===== src/verilog/aaces_pkg.sv =====
// package: register map, field layout, codes and timing of the clock/error block
package aaces_pkg;

  // register offsets
  localparam logic [7:0] ADDR_CLK_STATUS = 8'h00;
  localparam logic [7:0] ADDR_REV_ID = 8'h01;
  localparam logic [7:0] ADDR_ERR_FLAGS = 8'h02;
  localparam logic [7:0] ADDR_SYS_CTRL = 8'h03;
  localparam logic [7:0] ADDR_SER_FMT = 8'h04;

  // clock status field positions
  localparam int RATE_MSB = 7;
  localparam int RATE_LSB = 5;
  localparam int RATIO_MSB = 4;
  localparam int RATIO_LSB = 2;

  // error flag bit positions
  localparam int ERR_MCLK_BIT = 7;
  localparam int ERR_PLL_BIT = 6;
  localparam int ERR_BCLK_BIT = 5;
  localparam int ERR_FCLK_BIT = 4;
  localparam int ERR_SLIP_BIT = 3;
  localparam int ERR_CLIP_BIT = 2;
  localparam int ERR_PROT_BIT = 1;

  // system control bit positions
  localparam int SYS_DCBLOCK_BIT = 7;
  localparam int SYS_HARDUNMUTE_BIT = 5;
  localparam int SYS_DEEMPH_MSB = 1;
  localparam int SYS_DEEMPH_LSB = 0;

  // reset values
  localparam logic [7:0] CLK_STATUS_RST = 8'h6c;
  localparam logic [7:0] ERR_FLAGS_RST = 8'h00;
  localparam logic [7:0] SYS_CTRL_RST = 8'h80;
  localparam logic [3:0] SER_FMT_RST = 4'h5;

  // sample-rate class codes
  localparam logic [2:0] RATE_32K = 3'h0;
  localparam logic [2:0] RATE_48K = 3'h3;
  localparam logic [2:0] RATE_16K = 3'h4;
  localparam logic [2:0] RATE_24K = 3'h5;
  localparam logic [2:0] RATE_8K = 3'h6;
  localparam logic [2:0] RATE_12K = 3'h7;

  // master clock ratio codes
  localparam logic [2:0] RATIO_64 = 3'h0;
  localparam logic [2:0] RATIO_128 = 3'h1;
  localparam logic [2:0] RATIO_192 = 3'h2;
  localparam logic [2:0] RATIO_256 = 3'h3;
  localparam logic [2:0] RATIO_384 = 3'h4;
  localparam logic [2:0] RATIO_512 = 3'h5;
  localparam logic [2:0] RATIO_BAD = 3'h6;

  // frame period class bounds, in 10 MHz cycles (midpoints between rates)
  localparam logic [15:0] PER_MAX_48K = 16'h010e;
  localparam logic [15:0] PER_MAX_32K = 16'h016c;
  localparam logic [15:0] PER_MAX_24K = 16'h021b;
  localparam logic [15:0] PER_MAX_16K = 16'h02d9;
  localparam logic [15:0] PER_MAX_12K = 16'h0436;
  // master clock count class bounds per frame
  localparam logic [15:0] MCNT_MAX_64 = 16'h0060;
  localparam logic [15:0] MCNT_MAX_128 = 16'h00a0;
  localparam logic [15:0] MCNT_MAX_192 = 16'h00e0;
  localparam logic [15:0] MCNT_MAX_256 = 16'h0140;
  localparam logic [15:0] MCNT_MAX_384 = 16'h01c0;

  // timing
  localparam logic [15:0] PERIOD_TOL = 16'h0002;
  localparam logic [15:0] FRAME_TIMEOUT = 16'h0800;
  localparam logic [9:0] RAMP_STEPS = 10'h200;
  localparam logic [1:0] FRAMES_PER_STEP = 2'h3;

  typedef struct packed {
    logic dc_block_en;
    logic hard_unmute;
    logic [1:0] deemph;
  } aaces_sysctl_t;

  typedef struct packed {
    logic pll_fail;
    logic clip;
    logic protect;
  } aaces_fault_t;

endpackage


===== src/verilog/aaces_pin_sync.sv =====
// three-stage pin synchroniser with agreement filter and rise pulse
`timescale 1ns/1ns
module aaces_pin_sync (
  input wire logic mclk,
  input wire logic reset_n,
  input wire logic pin,
  output logic level,
  output logic rise
);

  logic s1_reg;
  logic s2_reg;
  logic s3_reg;
  logic level_reg;
  logic rise_reg;

  always_ff @(posedge mclk or negedge reset_n) begin
    if (!reset_n) begin
      s1_reg <= 1'b0;
      s2_reg <= 1'b0;
      s3_reg <= 1'b0;
    end else begin
      s1_reg <= pin;
      s2_reg <= s1_reg;
      s3_reg <= s2_reg;
    end
  end

  // a change is taken only once stages two and three agree
  always_ff @(posedge mclk or negedge reset_n) begin
    if (!reset_n) begin
      level_reg <= 1'b0;
      rise_reg <= 1'b0;
    end else begin
      rise_reg <= 1'b0;
      if (s2_reg == s3_reg) begin
        level_reg <= s3_reg;
        rise_reg <= s3_reg & ~level_reg;
      end
    end
  end

  assign level = level_reg;
  assign rise = rise_reg;

endmodule


===== src/verilog/aaces_regs.sv =====
// clock detection, sticky error flags and system control register bank
//
// Local design decision: the address-and-strobe port.
`timescale 1ns/1ns
module aaces_regs #(
  // value is arbitrary
  parameter logic [7:0] REV_ID = 8'h5a
) (
  input wire logic mclk,
  input wire logic reset_n,
  input wire logic [7:0] reg_addr,
  input wire logic [7:0] reg_wdata,
  input wire logic reg_wr,
  input wire logic reg_rd,
  output logic [7:0] reg_rdata,
  input wire logic aud_mclk_pin,
  input wire logic aud_bclk_pin,
  input wire logic aud_fclk_pin,
  input wire aaces_pkg::aaces_fault_t fault_in,
  output aaces_pkg::aaces_sysctl_t sys_ctrl,
  output logic [3:0] serial_fmt,
  output logic [9:0] unmute_level
);

  ////////////////////////////////////////////////////////////////////////////
  // helpers

  function automatic logic [15:0] sat_inc(input logic [15:0] v);
    sat_inc = (v == 16'hffff) ? v : v + 16'h0001;
  endfunction

  function automatic logic [15:0] abs_diff(input logic [15:0] a,
                                           input logic [15:0] b);
    abs_diff = (a > b) ? a - b : b - a;
  endfunction

  function automatic logic [2:0] rate_class(input logic [15:0] per);
    if (per < aaces_pkg::PER_MAX_48K) begin
      rate_class = aaces_pkg::RATE_48K;
    end else if (per < aaces_pkg::PER_MAX_32K) begin
      rate_class = aaces_pkg::RATE_32K;
    end else if (per < aaces_pkg::PER_MAX_24K) begin
      rate_class = aaces_pkg::RATE_24K;
    end else if (per < aaces_pkg::PER_MAX_16K) begin
      rate_class = aaces_pkg::RATE_16K;
    end else if (per < aaces_pkg::PER_MAX_12K) begin
      rate_class = aaces_pkg::RATE_12K;
    end else begin
      rate_class = aaces_pkg::RATE_8K;
    end
  endfunction

  function automatic logic [2:0] ratio_class(input logic [15:0] cnt);
    if (cnt < aaces_pkg::MCNT_MAX_64) begin
      ratio_class = aaces_pkg::RATIO_64;
    end else if (cnt < aaces_pkg::MCNT_MAX_128) begin
      ratio_class = aaces_pkg::RATIO_128;
    end else if (cnt < aaces_pkg::MCNT_MAX_192) begin
      ratio_class = aaces_pkg::RATIO_192;
    end else if (cnt < aaces_pkg::MCNT_MAX_256) begin
      ratio_class = aaces_pkg::RATIO_256;
    end else if (cnt < aaces_pkg::MCNT_MAX_384) begin
      ratio_class = aaces_pkg::RATIO_384;
    end else begin
      ratio_class = aaces_pkg::RATIO_512;
    end
  endfunction

  // unsupported rate/ratio pairs report the reserved ratio code
  function automatic logic ratio_allowed(input logic [2:0] rate,
                                         input logic [2:0] ratio);
    case (ratio)
      aaces_pkg::RATIO_64, aaces_pkg::RATIO_128:
        ratio_allowed = (rate == aaces_pkg::RATE_48K);
      aaces_pkg::RATIO_192:
        ratio_allowed = (rate == aaces_pkg::RATE_48K) ||
                        (rate == aaces_pkg::RATE_32K);
      aaces_pkg::RATIO_256:
        ratio_allowed = (rate != aaces_pkg::RATE_8K);
      default: ratio_allowed = 1'b1;
    endcase
  endfunction

  ////////////////////////////////////////////////////////////////////////////
  // pin synchronisers

  logic m_rise;
  logic b_rise;
  logic f_rise;

  aaces_pin_sync u_sync_mclk (.mclk(mclk), .reset_n(reset_n),
    .pin(aud_mclk_pin), .level(), .rise(m_rise));

  aaces_pin_sync u_sync_bclk (.mclk(mclk), .reset_n(reset_n),
    .pin(aud_bclk_pin), .level(), .rise(b_rise));

  aaces_pin_sync u_sync_fclk (.mclk(mclk), .reset_n(reset_n),
    .pin(aud_fclk_pin), .level(), .rise(f_rise));

  ////////////////////////////////////////////////////////////////////////////
  // per-frame measurement

  logic [15:0] period_cnt_reg;
  logic [15:0] mclk_cnt_reg;
  logic [15:0] bclk_cnt_reg;
  logic [15:0] prev_period_reg;
  logic [15:0] prev_mclk_reg;
  logic [15:0] prev_bclk_reg;
  logic have_prev_reg;
  logic timeout_seen_reg;
  logic timeout_ev;

  always_ff @(posedge mclk or negedge reset_n) begin
    if (!reset_n) begin
      period_cnt_reg <= 16'h0000;
      mclk_cnt_reg <= 16'h0000;
      bclk_cnt_reg <= 16'h0000;
    end else if (f_rise) begin
      period_cnt_reg <= 16'h0001;
      mclk_cnt_reg <= {15'h0000, m_rise};
      bclk_cnt_reg <= {15'h0000, b_rise};
    end else begin
      period_cnt_reg <= sat_inc(period_cnt_reg);
      if (m_rise) begin
        mclk_cnt_reg <= sat_inc(mclk_cnt_reg);
      end
      if (b_rise) begin
        bclk_cnt_reg <= sat_inc(bclk_cnt_reg);
      end
    end
  end

  // first edge after reset or a stall only arms the comparison
  always_ff @(posedge mclk or negedge reset_n) begin
    if (!reset_n) begin
      prev_period_reg <= 16'h0000;
      prev_mclk_reg <= 16'h0000;
      prev_bclk_reg <= 16'h0000;
      have_prev_reg <= 1'b0;
    end else if (f_rise) begin
      prev_period_reg <= period_cnt_reg;
      prev_mclk_reg <= mclk_cnt_reg;
      prev_bclk_reg <= bclk_cnt_reg;
      have_prev_reg <= 1'b1;
    end else if (timeout_ev) begin
      have_prev_reg <= 1'b0;
    end
  end

  // a stopped frame clock counts once as a frame clock change
  assign timeout_ev = (period_cnt_reg == aaces_pkg::FRAME_TIMEOUT) &&
                      !timeout_seen_reg;

  always_ff @(posedge mclk or negedge reset_n) begin
    if (!reset_n) begin
      timeout_seen_reg <= 1'b0;
    end else if (f_rise) begin
      timeout_seen_reg <= 1'b0;
    end else if (timeout_ev) begin
      timeout_seen_reg <= 1'b1;
    end
  end

  ////////////////////////////////////////////////////////////////////////////
  // error events

  logic [15:0] per_delta;
  logic cmp_ok;
  logic ev_mclk;
  logic ev_bclk;
  logic ev_fclk;
  logic ev_slip;
  logic clk_err_ev;

  assign per_delta = abs_diff(period_cnt_reg, prev_period_reg);
  assign cmp_ok = f_rise && have_prev_reg;
  // mclk count jitters by one edge against the sampling clock
  assign ev_mclk = cmp_ok &&
    (abs_diff(mclk_cnt_reg, prev_mclk_reg) > 16'h0001);
  assign ev_bclk = cmp_ok &&
    (abs_diff(bclk_cnt_reg, prev_bclk_reg) > 16'h0001);
  assign ev_fclk = (cmp_ok && per_delta > aaces_pkg::PERIOD_TOL) ||
                   timeout_ev;
  // small drift against the expected period is phase slip, not rate change
  assign ev_slip = cmp_ok && per_delta != 16'h0000 &&
                   per_delta <= aaces_pkg::PERIOD_TOL;
  assign clk_err_ev = ev_mclk | ev_bclk | ev_fclk | ev_slip;

  ////////////////////////////////////////////////////////////////////////////
  // detected clock status

  logic [7:0] clk_status_reg;
  logic [2:0] rate_now;
  logic [2:0] ratio_now;

  assign rate_now = rate_class(period_cnt_reg);
  assign ratio_now = ratio_class(mclk_cnt_reg);

  // updated only from measurement; bus writes never reach it
  always_ff @(posedge mclk or negedge reset_n) begin
    if (!reset_n) begin
      clk_status_reg <= aaces_pkg::CLK_STATUS_RST;
    end else if (cmp_ok && !ev_fclk) begin
      clk_status_reg[aaces_pkg::RATE_MSB:aaces_pkg::RATE_LSB] <=
        rate_now;
      clk_status_reg[aaces_pkg::RATIO_MSB:aaces_pkg::RATIO_LSB] <=
        ratio_allowed(rate_now, ratio_now) ? ratio_now :
        aaces_pkg::RATIO_BAD;
      clk_status_reg[1:0] <= 2'h0;
    end
  end

  ////////////////////////////////////////////////////////////////////////////
  // sticky error flags

  logic [7:0] err_reg;
  logic [7:0] err_set;
  logic err_wr;

  always_comb begin
    err_set = 8'h00;
    err_set[aaces_pkg::ERR_MCLK_BIT] = ev_mclk;
    err_set[aaces_pkg::ERR_PLL_BIT] = fault_in.pll_fail;
    err_set[aaces_pkg::ERR_BCLK_BIT] = ev_bclk;
    err_set[aaces_pkg::ERR_FCLK_BIT] = ev_fclk;
    err_set[aaces_pkg::ERR_SLIP_BIT] = ev_slip;
    err_set[aaces_pkg::ERR_CLIP_BIT] = fault_in.clip;
    err_set[aaces_pkg::ERR_PROT_BIT] = fault_in.protect;
  end

  assign err_wr = reg_wr && (reg_addr == aaces_pkg::ADDR_ERR_FLAGS);

  // a zero written clears; a one written keeps; a new event always wins
  always_ff @(posedge mclk or negedge reset_n) begin
    if (!reset_n) begin
      err_reg <= aaces_pkg::ERR_FLAGS_RST;
    end else if (err_wr) begin
      err_reg <= ((err_reg & reg_wdata) | err_set) & 8'hfe;
    end else begin
      err_reg <= (err_reg | err_set) & 8'hfe;
    end
  end

  ////////////////////////////////////////////////////////////////////////////
  // software settings

  aaces_pkg::aaces_sysctl_t sysctl_reg;
  logic [3:0] ser_fmt_reg;

  always_ff @(posedge mclk or negedge reset_n) begin
    if (!reset_n) begin
      sysctl_reg.dc_block_en <=
        aaces_pkg::SYS_CTRL_RST[aaces_pkg::SYS_DCBLOCK_BIT];
      sysctl_reg.hard_unmute <=
        aaces_pkg::SYS_CTRL_RST[aaces_pkg::SYS_HARDUNMUTE_BIT];
      sysctl_reg.deemph <= aaces_pkg::SYS_CTRL_RST[
        aaces_pkg::SYS_DEEMPH_MSB:aaces_pkg::SYS_DEEMPH_LSB];
    end else if (reg_wr && reg_addr == aaces_pkg::ADDR_SYS_CTRL) begin
      sysctl_reg.dc_block_en <=
        reg_wdata[aaces_pkg::SYS_DCBLOCK_BIT];
      sysctl_reg.hard_unmute <=
        reg_wdata[aaces_pkg::SYS_HARDUNMUTE_BIT];
      sysctl_reg.deemph <= reg_wdata[
        aaces_pkg::SYS_DEEMPH_MSB:aaces_pkg::SYS_DEEMPH_LSB];
    end
  end

  // reserved format codes are stored as written
  always_ff @(posedge mclk or negedge reset_n) begin
    if (!reset_n) begin
      ser_fmt_reg <= aaces_pkg::SER_FMT_RST;
    end else if (reg_wr && reg_addr == aaces_pkg::ADDR_SER_FMT) begin
      ser_fmt_reg <= reg_wdata[3:0];
    end
  end

  ////////////////////////////////////////////////////////////////////////////
  // unmute after clock error

  logic [9:0] level_reg;
  logic [1:0] step_div_reg;

  // one ramp step per four frames matches the documented 48 kHz ramp time
  always_ff @(posedge mclk or negedge reset_n) begin
    if (!reset_n) begin
      level_reg <= aaces_pkg::RAMP_STEPS;
      step_div_reg <= 2'h0;
    end else if (clk_err_ev) begin
      level_reg <= 10'h000;
      step_div_reg <= 2'h0;
    end else if (f_rise && level_reg != aaces_pkg::RAMP_STEPS) begin
      if (sysctl_reg.hard_unmute) begin
        level_reg <= aaces_pkg::RAMP_STEPS;
      end else if (step_div_reg == aaces_pkg::FRAMES_PER_STEP) begin
        step_div_reg <= 2'h0;
        level_reg <= level_reg + 10'h001;
      end else begin
        step_div_reg <= step_div_reg + 2'h1;
      end
    end
  end

  ////////////////////////////////////////////////////////////////////////////
  // register read port

  logic [7:0] rdata_reg;

  // data stands only in the cycle after the read strobe
  always_ff @(posedge mclk or negedge reset_n) begin
    if (!reset_n) begin
      rdata_reg <= 8'h00;
    end else if (reg_rd) begin
      case (reg_addr)
        aaces_pkg::ADDR_CLK_STATUS: rdata_reg <= clk_status_reg;
        aaces_pkg::ADDR_REV_ID: rdata_reg <= REV_ID;
        aaces_pkg::ADDR_ERR_FLAGS: rdata_reg <= err_reg;
        aaces_pkg::ADDR_SYS_CTRL:
          rdata_reg <= {sysctl_reg.dc_block_en, 1'b0,
                        sysctl_reg.hard_unmute, 3'h0, sysctl_reg.deemph};
        aaces_pkg::ADDR_SER_FMT: rdata_reg <= {4'h0, ser_fmt_reg};
        default: rdata_reg <= 8'h00;
      endcase
    end else begin
      rdata_reg <= 8'h00;
    end
  end

  assign reg_rdata = rdata_reg;
  assign sys_ctrl = sysctl_reg;
  assign serial_fmt = ser_fmt_reg;
  assign unmute_level = level_reg;

endmodule

===== config.mk =====
export PLATFORM = sky130hd
export DESIGN_NAME = aaces_regs
export DESIGN_NICKNAME = d
export VERILOG_FILES = /design/src/verilog/aaces_pkg.sv /design/src/verilog/aaces_pin_sync.sv /design/src/verilog/aaces_regs.sv
export SDC_FILE = /design/constraint.sdc
export NUM_CORES = 1
export LEC_CHECK = 0
export BUFFER_PORTS_ARGS = -buffer_cell sky130_fd_sc_hd__buf_4
export CAP_MARGIN = 20
export CORE_ASPECT_RATIO = 0.5
export CORE_MARGIN = 1.5
export CORE_UTILIZATION = 40
export DETAILED_ROUTE_END_ITERATION = 12
export PLACE_DENSITY = 0.56
export SKIP_LAST_GASP = 1
export SLEW_MARGIN = 10
export SYNTH_ARGS = -nofsm -noshare
export SYNTH_HDL_FRONTEND = slang
export SYNTH_SLANG_ARGS = --single-unit

===== constraint.sdc =====
create_clock -name mclk -period 5.18 [get_ports mclk]
set_clock_uncertainty 0.1 [all_clocks]
set_input_delay 1.554 -clock mclk [delete_from_list [all_inputs] [get_ports mclk]]
set_output_delay 1.554 -clock mclk [all_outputs]
set_load 0.1 [all_outputs]

==> results of run 1 <==
## worst max-delay path: cells and delay by family, from the launching register on
| family | cells | cell delay, ns |
|---|---|---|
| adder cells (fa/ha/maj) | 1 | 0.56 |
| AND/OR/NAND/NOR | 5 | 1.11 |
| buffers and inverters | 1 | 0.13 |
| flip-flops | 1 | 0.51 |
| AO/OA/AOI/OAI | 5 | 2.13 |
## cells in the mapped netlist (all sizes together), types with 5 or more instances
master   instances  area share (%)
nor3            36             1.5
and3            16            0.83
nor2           130             4.1
buf             10            0.44
xnor2           61             4.5
nand3           42             1.9
a31oi           16            0.83
fa               6             1.0
a21oi          102             4.3
o21bai          11            0.69
dfrtp          146              30
nor4            16             1.0
nor2b           18            0.94
nand4           25             1.4
o211ai          14            0.88
a211oi          14            0.92
nand3b           5            0.31
inv            130             4.1
a21boi           7            0.47
a221oi           8            0.64
xor2            16             1.2
or3             14            0.73
o21ai          134             5.6
clkbuf          66             2.1
a21o            28             1.8
and2            10            0.52
nor3b            8            0.50
nand2          133             4.2
dfstp            8             1.8
and4             6            0.44
o22ai            7            0.37
a2111oi          5            0.37
nand2b          14            0.73
or4              5            0.31
o31ai            6            0.38
a31o             5            0.37
mux2            14             1.3
o21a            15            0.94
ha             101              11
mux2i           13             1.1
## power by group
part | internal [mW] | switching (mW) | total (mW) | leakage [nW]
clock network | 0.671 | 0.553 | 1.22 | 0.278
registers | 1.28 | 0.104 | 1.39 | 2.02
logic | 1.15 | 1.59 | 2.74 | 3.65
## per-layer routing
layer	wire length [um]	up-vias	global-route usage, %
met3	1240	64	4.21
met1	14400	4999	27.1
met4	901	0	8.02
li1	-	5160	-
met2	13800	218	32.5
met5	0	-	0
## area by class of cell
| class | count | area, um^2 |
|---|---|---|
| Inverter | 130 | 488 |
| Multi-Input combinational cell | 1112 | 7340 |
| Clock inverter | 15 | 144 |
| Clock buffer | 17 | 425 |
| Fill cell | 2947 | 16000 |
| Tap cell | 391 | 489 |
| Sequential cell | 154 | 3870 |
| Timing Repair Buffer | 58 | 439 |
## cells by family (layout without fill, tap and decap cells)
| kind of cell | after synthesis | after routing | synth area share [%] |
|---|---|---|---|
| buf+inv | 206 | 220 | 6.57 |
| xor+xnor | 77 | 77 | 5.62 |
| fa+ha+maj | 111 | 111 | 11.9 |
| simple gates | 489 | 489 | 20.1 |
| compound gates | 408 | 408 | 21.2 |
| flops | 154 | 154 | 32.2 |
| mux | 27 | 27 | 2.40 |
## per-stage QoR
step	total power, mW	hold slack (ns)	instance area [um^2]
final	5.35	0.251	13200
after floorplan	3.47	0.231	12000
after global placement	4.10	0.235	12600
after detailed placement	4.10	0.240	12600
after global routing	5.76	0.265	13200
after CTS	5.36	0.255	13200
## worst paths after layout
kind	start	endpoint	slack [ns]	cells after the start
max in group asynchronous	reset_n	period_cnt_reg[3]	2.86	2
min in group asynchronous	reset_n	prev_bclk_reg[12]	1.07	1
min	u_sync_fclk.s1_reg	u_sync_fclk.s2_reg	0.25	0
min reg2reg	u_sync_fclk.s1_reg	u_sync_fclk.s2_reg	0.25	0
max reg2reg	period_cnt_reg[11]	unmute_level[5]	0.46	12
max	period_cnt_reg[11]	unmute_level[5]	0.46	12
==> metrics.yaml, run 1 <==
cp_slowest_cell: "a31oi_1"
drive_gt1_share_pct: 8.61
drtAntennaViolNets: 0
setup_ws_ns: 0.457
cts_root_buf: "clkbuf_16"
hold_violations: 0
post-route-period-util_pct: 91.2
start_kind: "flip-flop"
final_util_pct: 45.1
status: "finished clean"
syn_inst: 1472
grt_pass1_wl_um: 51500
vias: 10400
io_buffer_count: 51
grt-ovfl-total: 0
place_hpwl_um: 23000
ys_types: 83
ys.flop_type: "dfrtp_1"
dieHeight_um: 125
place_inst: 1845
fp.dieArea_mm2: 0.0311
cts_htree_levels: 4
path_cells: "inv_1, ha_1, nand4_2, or3_1, o21bai_1, a21oi_2, o211ai_1, and3_1, o22ai_1, nor4_4, a31oi_1, nor2_1"
cts_setup_buffers: 0
avgSynthCellArea_um2: 8.15
cp_data_arrival_time_ns: 4.90
first_pass_iters: 6
viasPerCell: 5.56
critPathRequiredTime_ns: 5.36
clkSlewWorstSetupHoldPaths_ns: 0.07
worst_slew_pin_slew_ns: 1.12
mostFrequentLayoutCell: "dfrtp_1"
diodes: 0
p_per_area_mw_per_mm2: 405
place.gp.congestion: 0.909
worstSkewPairLatency_ns: 0.44
synth-seq-cells: 154
grt_pass1_vias: 10300
fmax_mhz: 212
grt_use_total_pct: 20.4
netlist_area_mm2: 0.0120
setup_tns_ns: 0
rsz0062_at_grt: "no"
slew_headroom_pct: 25.3
grt_max_degree: 106
ios: 52
synthArstFlopShare_pct: 100
irDropWorstVdd_v: 0.000214
die_w_um: 248
path_class: "flip-flop to flip-flop"
avgRoutedWirePerCell_um: 16.2
syn_to_final_growth_pct: 10.0
ys_warn_count: 0
cts_hold_buf: 0
antenna_found_initial: 0
hold_path_class: "flip-flop to flip-flop"
cp_max_fo: 13
cts.path.max_buffers: 2
cts_tree: "done"
cts_sinks: 154
drc_errors: 0
layout_common_cells: "dfrtp_1, nand2_1, inv_1, nor2_1, o21ai_0"
place_ws_ns: 0.548
cts_buffers: 17
initial_utilization_pct: 41.0
drv_cap: 0
end_kind: "flip-flop"
nets: 1606
drt_wl_total_um: 30400
drt_iter0_markers: 835
maxSlewViolCount: 0
final_cells: 1877
setup_violations: 0
synth-edff-count: 0
min_period_ns: 4.72
core_mm2: 0.0292
syn-num-nets: 1605
max_stage_delay_ns: 0.81
p_leak_nw: 5.95
row_count: 44
ys_seq_area_share_pct: 32.2
ctsResizeCount: 0
No activity file was read; power rests on OpenSTA's default activity.
==> inputs of run 2 (changes only) <==
--- a/config.mk
+++ b/config.mk
@@ -16,4 +16,5 @@
 export SLEW_MARGIN = 10
 export SYNTH_ARGS = -nofsm -noshare
 export SYNTH_HDL_FRONTEND = slang
+export SYNTH_HIERARCHICAL = 1
 export SYNTH_SLANG_ARGS = --single-unit
==> metrics.yaml, run 2 <==
status: "finished clean"
reg2reg_from: "mclk_cnt_reg[6]"
vias: 10800  # +3.5%
diodes: 0  # unchanged
drt_iter0_markers: 753  # -9.8%
hold_path_class: "flip-flop to flip-flop"
yosysTopAreaCellShare_pct: 29.7  # -0.77 points
initial_utilization_pct: 40.6  # -0.40 points
multiInputGateArea_mm2: 0.00764  # +4.0%
cts_root_buf: "clkbuf_16"
synthAdderAreaFrac_pct: 11.5  # -0.35 points
avgRoutedWirePerCell_um: 17.5  # +8.2%
cts_sinks: 154  # unchanged
regArea_mm2: 0.00387  # unchanged
rsz0062_at_grt: "no"
irDropWorstVdd_v: 0.000197  # -8.1%
synthXorXnorAreaFrac_pct: 4.84  # -0.78 points
fmax_mhz: 218  # +3.2%
place_inst: 1869  # +1.3%
ctsResizeCount: 0  # unchanged
netlist_area_mm2: 0.0123  # +2.6%
cts_tree: "done"
first_pass_iters: 5  # -1
place_hpwl_um: 25200  # +9.8%
syn-num-nets: 1625  # +1.2%
p_per_area_mw_per_mm2: 402  # -0.82%
drtAntennaViolNets: 0  # unchanged
setup_ws_ns: 0.603  # +0.147 ns
design_area_mm2: 0.0135  # +2.2%
hold_end: "u_sync_bclk/s2_reg"
p_total_mw: 5.42  # +1.3%
synth.mux.area_fraction_pct: 2.86  # +0.46 points
grt-ovfl-total: 0  # unchanged
synth_common_cells: "dfrtp_1, nand2_1, nor2_1"
hold_violations: 0  # unchanged
start_kind: "flip-flop"
timing.hold.ws_ns: 0.249  # -0.00206 ns
min_from: "u_sync_bclk/s1_reg"
drive_gt1_share_pct: 10.1  # +1.5 points
viasPerCell: 5.68  # +2.2%
ys_warn_count: 6  # +6
fp.dieArea_mm2: 0.0319  # +2.6%
cp_data_arrival_time_ns: 4.82  # -0.08 ns
min_path_cells: 0  # unchanged
fill_cells: 2976  # +0.98%
cts_buffers: 17  # unchanged
drv_cap: 0  # unchanged
clkSlewWorstSetupHoldPaths_ns: 0.06  # about the same
timing.rr.end: "step_div_reg[0]"
slew_headroom_pct: 32.9  # +7.6 points
synth_area_leaders: "dfrtp_1, ha_1, o21ai_0"
synth-compound-area-share_pct: 21.7  # +0.50 points
cts_setup_buffers: 0  # unchanged
drc_errors: 0  # unchanged
synth-seq-cells: 154  # unchanged
setup_violations: 0  # unchanged
synthArstFlopShare_pct: 100  # unchanged
cts.path.max_buffers: 2  # unchanged
antenna_found_initial: 0  # unchanged
ys_types: 91  # +9.6%
critPathRequiredTime_ns: 5.43  # +0.07 ns
syn_inst: 1492  # +1.4%
grt_pass1_vias: 10500  # +2.3%
worstSkewPairLatency_ns: 0.45  # about the same
path_class: "flip-flop to flip-flop"
row_count: 45  # +2.3%
final_cells: 1901  # +1.3%
end_kind: "flip-flop"
place_ws_ns: 0.689  # +0.140 ns
ys.flop_type: "dfrtp_1"
die_w_um: 251  # +1.3%
maxSlewViolCount: 0  # unchanged
ys_seq_area_share_pct: 31.4  # -0.82 points
setup_tns_ns: 0  # unchanged
dieHeight_um: 127  # +1.3%
core_mm2: 0.0303  # +3.6%
cts_htree_levels: 4  # unchanged
final_util_pct: 44.5  # -0.64 points
grt_use_total_pct: 21.5  # +1.1 points
synth.largest_area_cell: "dfrtp_1"
r2r_cells: 13  # +1
synth_most_common_cell: "dfrtp_1"
mostFrequentLayoutCell: "dfrtp_1"
cp_max_fo: 14  # +1
grt_pass1_wl_um: 55100  # +7.0%
avgSynthCellArea_um2: 8.25  # +1.2%
place.gp.congestion: 0.924  # +1.7%
synth_top_family_by_area: "compound AO/OA/AOI/OAI gates"
dpl-instance-area_mm2: 0.0129  # +1.9%
drt_wl_total_um: 33300  # +9.6%
syn_to_final_growth_pct: 9.54
grt_max_degree: 100  # -5.7%
synth-simple-area-share_pct: 21.1  # +1.0 points
nets: 1622  # +1.0%
rrSetupSlack_ns: 0.60  # +0.15 ns
p_leak_nw: 5.96  # +0.26%
min_period_ns: 4.58  # -0.147 ns
synth-edff-count: 0  # unchanged
post-route-period-util_pct: 88.4  # -2.8 points
layout_common_cells: "dfrtp_1, nand2_1, nor2_1, o21ai_0, a21oi_1"
worst_slew_pin_slew_ns: 0.993  # -0.123 ns
ios: 52  # unchanged
io_buffer_count: 51  # unchanged
cts_hold_buf: 0  # unchanged
run 2: worst max-delay path by stage:
stage	to	cells after the start	slack, ns	start
5_1_grt	unmute_level[6]	13	0.15	mclk_cnt_reg[6]
2_1_floorplan	clk_status_reg[4]	14	1.35	period_cnt_reg[4]
3_5_place_dp	step_div_reg[0]	13	0.69	mclk_cnt_reg[6]
4_1_cts	step_div_reg[0]	13	0.66	mclk_cnt_reg[6]
3_3_place_gp	unmute_level[0]	13	0.75	mclk_cnt_reg[6]
6_report	step_div_reg[0]	13	0.60	mclk_cnt_reg[6]
run 2: cell families after synthesis:
| kind of cell | after synthesis |
|---|---|
| and+or+nand+nor | 511 |
| AOI/OAI and AO/OA | 424 |
| buffers and inverters | 194 |
| DFF | 154 |
| adders and majority gates | 110 |
| xor gates and xnor gates | 68 |
| muxes | 31 |
run 2: power breakdown:
part | switching (mW) | total, mW | internal (mW)
logic | 1.59 | 2.73 | 1.14
registers | 0.105 | 1.38 | 1.28
clock network | 0.525 | 1.30 | 0.773
run 2: metal layers:
| layer | track usage [%] | part of all wire (%) | up-vias | routed length (um) |
|---|---|---|---|---|
| met4 | 6.87 | 2.3 | 0 | 769 |
| li1 | - | - | 5301 | - |
| met1 | 29.0 | 49 | 5241 | 16200 |
| met2 | 35.0 | 46 | 214 | 15200 |
| met3 | 3.97 | 3.4 | 47 | 1130 |
| met5 | 0 | 0 | - | 0 |
run 2: critical path, cell delays in order (launching register included):
cell	delay (ns)
dfrtp_1	0.52
inv_1	0.14
ha_1	0.49
a21oi_1	0.47
nor2_1	0.09
a2111oi_0	0.75
a21boi_1	0.38
o21a_1	0.19
nor4b_1	0.26
nor4_1	0.11
nor4_1	0.39
a31oi_1	0.15
buf_4	0.21
nor4_1	0.22
run 2: cell type report:
type | instances | share of cell area [%]
inverters | 114 | 3.17
clock buffers | 19 | 3.29
clock inverters | 13 | 1.24
flip-flops and latches | 154 | 28.7
repair buffers | 58 | 3.26
well taps | 399 | 3.70
multi-input cells | 1144 | 56.6
==> inputs of run 3 (changes only) <==
--- a/config.mk
+++ b/config.mk
@@ -12,6 +12,7 @@
 export CORE_UTILIZATION = 40
 export DETAILED_ROUTE_END_ITERATION = 12
 export PLACE_DENSITY = 0.56
+export RECOVER_POWER = 25
 export SKIP_LAST_GASP = 1
 export SLEW_MARGIN = 10
 export SYNTH_ARGS = -nofsm -noshare
==> metrics.yaml, run 3 (same netlist as run 2, synthesis figures left out) <==
clkSlewWorstSetupHoldPaths_ns: 0.06  # about the same
routed-wl-met2_um: 15200  # about the same
syn_to_final_growth_pct: 9.42
layout_common_cells: "dfrtp_1, nand2_1, nor2_1, o21ai_0, a21oi_1"
cpMostUsedCell: "nor4_1"
initial_utilization_pct: 40.6  # unchanged
mostFrequentLayoutCell: "dfrtp_1"
cts_root_buf: "clkbuf_16"
wl_met1_um: 16100  # -0.36%
cp_slowest_cell: "a2111oi_0"
first_pass_iters: 5  # unchanged
worst_slew_pin_slew_ns: 2.11  # +1.12 ns
drt_wl_total_um: 33300  # +0.14%
drc_errors: 0  # unchanged
violations: "capacitance limit, slew limit"
end_kind: "flip-flop"
maxSlewViolCount: 133  # +133
vias: 10800  # +0.18%
grt_pass1_vias: 10500  # unchanged
avgRoutedWirePerCell_um: 17.5  # +0.14%
drtAntennaViolNets: 0  # unchanged
cts_setup_buffers: 0  # unchanged
cts_sinks: 154  # unchanged
min_period_ns: 4.53  # -0.0433 ns
ios: 52  # unchanged
grt-ovfl-total: 0  # unchanged
cts.path.max_buffers: 2  # unchanged
core_mm2: 0.0303  # unchanged
p_per_area_mw_per_mm2: 402  # about the same
setup_tns_ns: 0  # unchanged
cts_htree_levels: 4  # unchanged
irDropWorstVdd_v: 0.000195  # -0.78%
start_kind: "flip-flop"
cts_tree: "done"
path_delay_family: "compound AO/OA/AOI/OAI gates"
drive_gt1_share_pct: 9.85  # -0.27 points
hold_path_class: "flip-flop to flip-flop"
place_hpwl_um: 25200  # unchanged
r2r_cells: 13  # unchanged
hold_violations: 0  # unchanged
ctsResizeCount: 0  # unchanged
final_cells: 1901  # unchanged
place_inst: 1869  # unchanged
top_layer: "met4"
worstSkewPairLatency_ns: 0.45  # about the same
multiInputGateArea_mm2: 0.00763  # about the same
dpl-instance-area_mm2: 0.0129  # unchanged
rsz0062_at_grt: "no"
path_class: "flip-flop to flip-flop"
cp_max_fo: 14  # unchanged
setup_violations: 0  # unchanged
path_cells: "inv_1, ha_1, a21oi_1, nor2_1, a2111oi_0, a21boi_1, o21a_1, nor4b_1, nor4_1, nor4_1, a31oi_1, buf_4, nor4_1"
regArea_mm2: 0.00386  # about the same
cts_buffers: 17  # unchanged
grt_pass1_wl_um: 55100  # unchanged
status: "finished with violations"
drv_cap: 2  # +2
dieHeight_um: 127  # unchanged
post-route-period-util_pct: 87.5  # -0.84 points
crit_cells: 13  # unchanged
die_w_um: 251  # unchanged
crit_buf_inv: 2  # unchanged
max_stage_delay_ns: 0.72  # -0.03 ns
critPathRequiredTime_ns: 5.43  # about the same
nets: 1622  # unchanged
slew_headroom_pct: -40.8  # -74 points
antenna_found_initial: 0  # unchanged
p_leak_nw: 5.96  # about the same
min_path_cells: 0  # unchanged
place.gp.congestion: 0.924  # unchanged
cts_hold_buf: 0  # unchanged
fp.dieArea_mm2: 0.0319  # unchanged
viasPerCell: 5.69  # +0.18%
grt_max_degree: 100  # unchanged
design_area_mm2: 0.0135  # -0.10%
drt_iter0_markers: 779  # +3.5%
route.met3.wl_um: 1200  # +6.6%
grt_use_total_pct: 21.5  # unchanged
cp_data_arrival_time_ns: 4.78  # -0.04 ns
row_count: 45  # unchanged
fmax_mhz: 221  # +0.96%
diodes: 0  # unchanged
io_buffer_count: 51  # unchanged
fill_cells: 2979  # +0.10%
==> run 3: cell types whose count changed in the layout (fill, tap and decap cells not counted), sizes merged <==
cell,previous run,this run
clkbuf,19,23
buf,58,54
==> run 3: power breakdown <==
part | switching, mW | internal, mW | total [mW] | leakage, nW
logic | 1.59 | 1.14 | 2.73 | 3.64
registers | 0.105 | 1.28 | 1.38 | 2.03
clock network | 0.523 | 0.773 | 1.30 | 0.287
total | 2.22 | 3.19 | 5.41 | 5.96
==> run 3: path summary, 6_finish.rpt <==
check                                      end                from  slack [ns]
max reg2reg                    unmute_level[0]     mclk_cnt_reg[6]        0.65
max                            unmute_level[0]     mclk_cnt_reg[6]        0.65
min                         u_sync_bclk/s2_reg  u_sync_bclk/s1_reg        0.25
min reg2reg                 u_sync_bclk/s2_reg  u_sync_bclk/s1_reg        0.25
max in group asynchronous          sys_ctrl[3]             reset_n        1.89
min in group asynchronous  prev_period_reg[15]             reset_n        1.57
==> run 3: per-stage QoR <==
step | hold slack (ns) | setup WS (ns) | util, % | power, mW
CTS | 0.250 | 0.663 | 44.5 | 5.42
global route | 0.257 | 0.146 | 44.5 | 5.79
floorplan | 0.231 | 1.35 | - | 3.52
finish | 0.249 | 0.647 | 44.5 | 5.41
global placement | 0.234 | 0.750 | 42.5 | 4.09
detailed placement | 0.236 | 0.689 | 42.5 | 4.10
==> run 3: worst register-to-register path: cells and delay by family (launching register included) <==
family,cells,cell delay (ns)
flip-flops,1,0.52
adder cells (fa/ha/maj),1,0.49
AO/OA/AOI/OAI,5,1.91
buffers and inverters,2,0.36
AND/OR/NAND/NOR,5,1.07
==> run 3: area by class of cell <==
| type | instances | share of cell area (%) |
|---|---|---|
| Tap cell | 399 | 3.71 |
| Timing Repair Buffer | 58 | 3.21 |
| Clock inverter | 13 | 1.24 |
| Sequential cell | 154 | 28.7 |
| Inverter | 114 | 3.18 |
| Multi-Input combinational cell | 1144 | 56.7 |
| Clock buffer | 19 | 3.29 |
==> run 3: layer usage <==
layer	vias up	global-route usage [%]
met5	-	0
met1	5238	29.0
li1	5302	-
met3	50	3.97
met4	0	6.87
met2	232	35.0
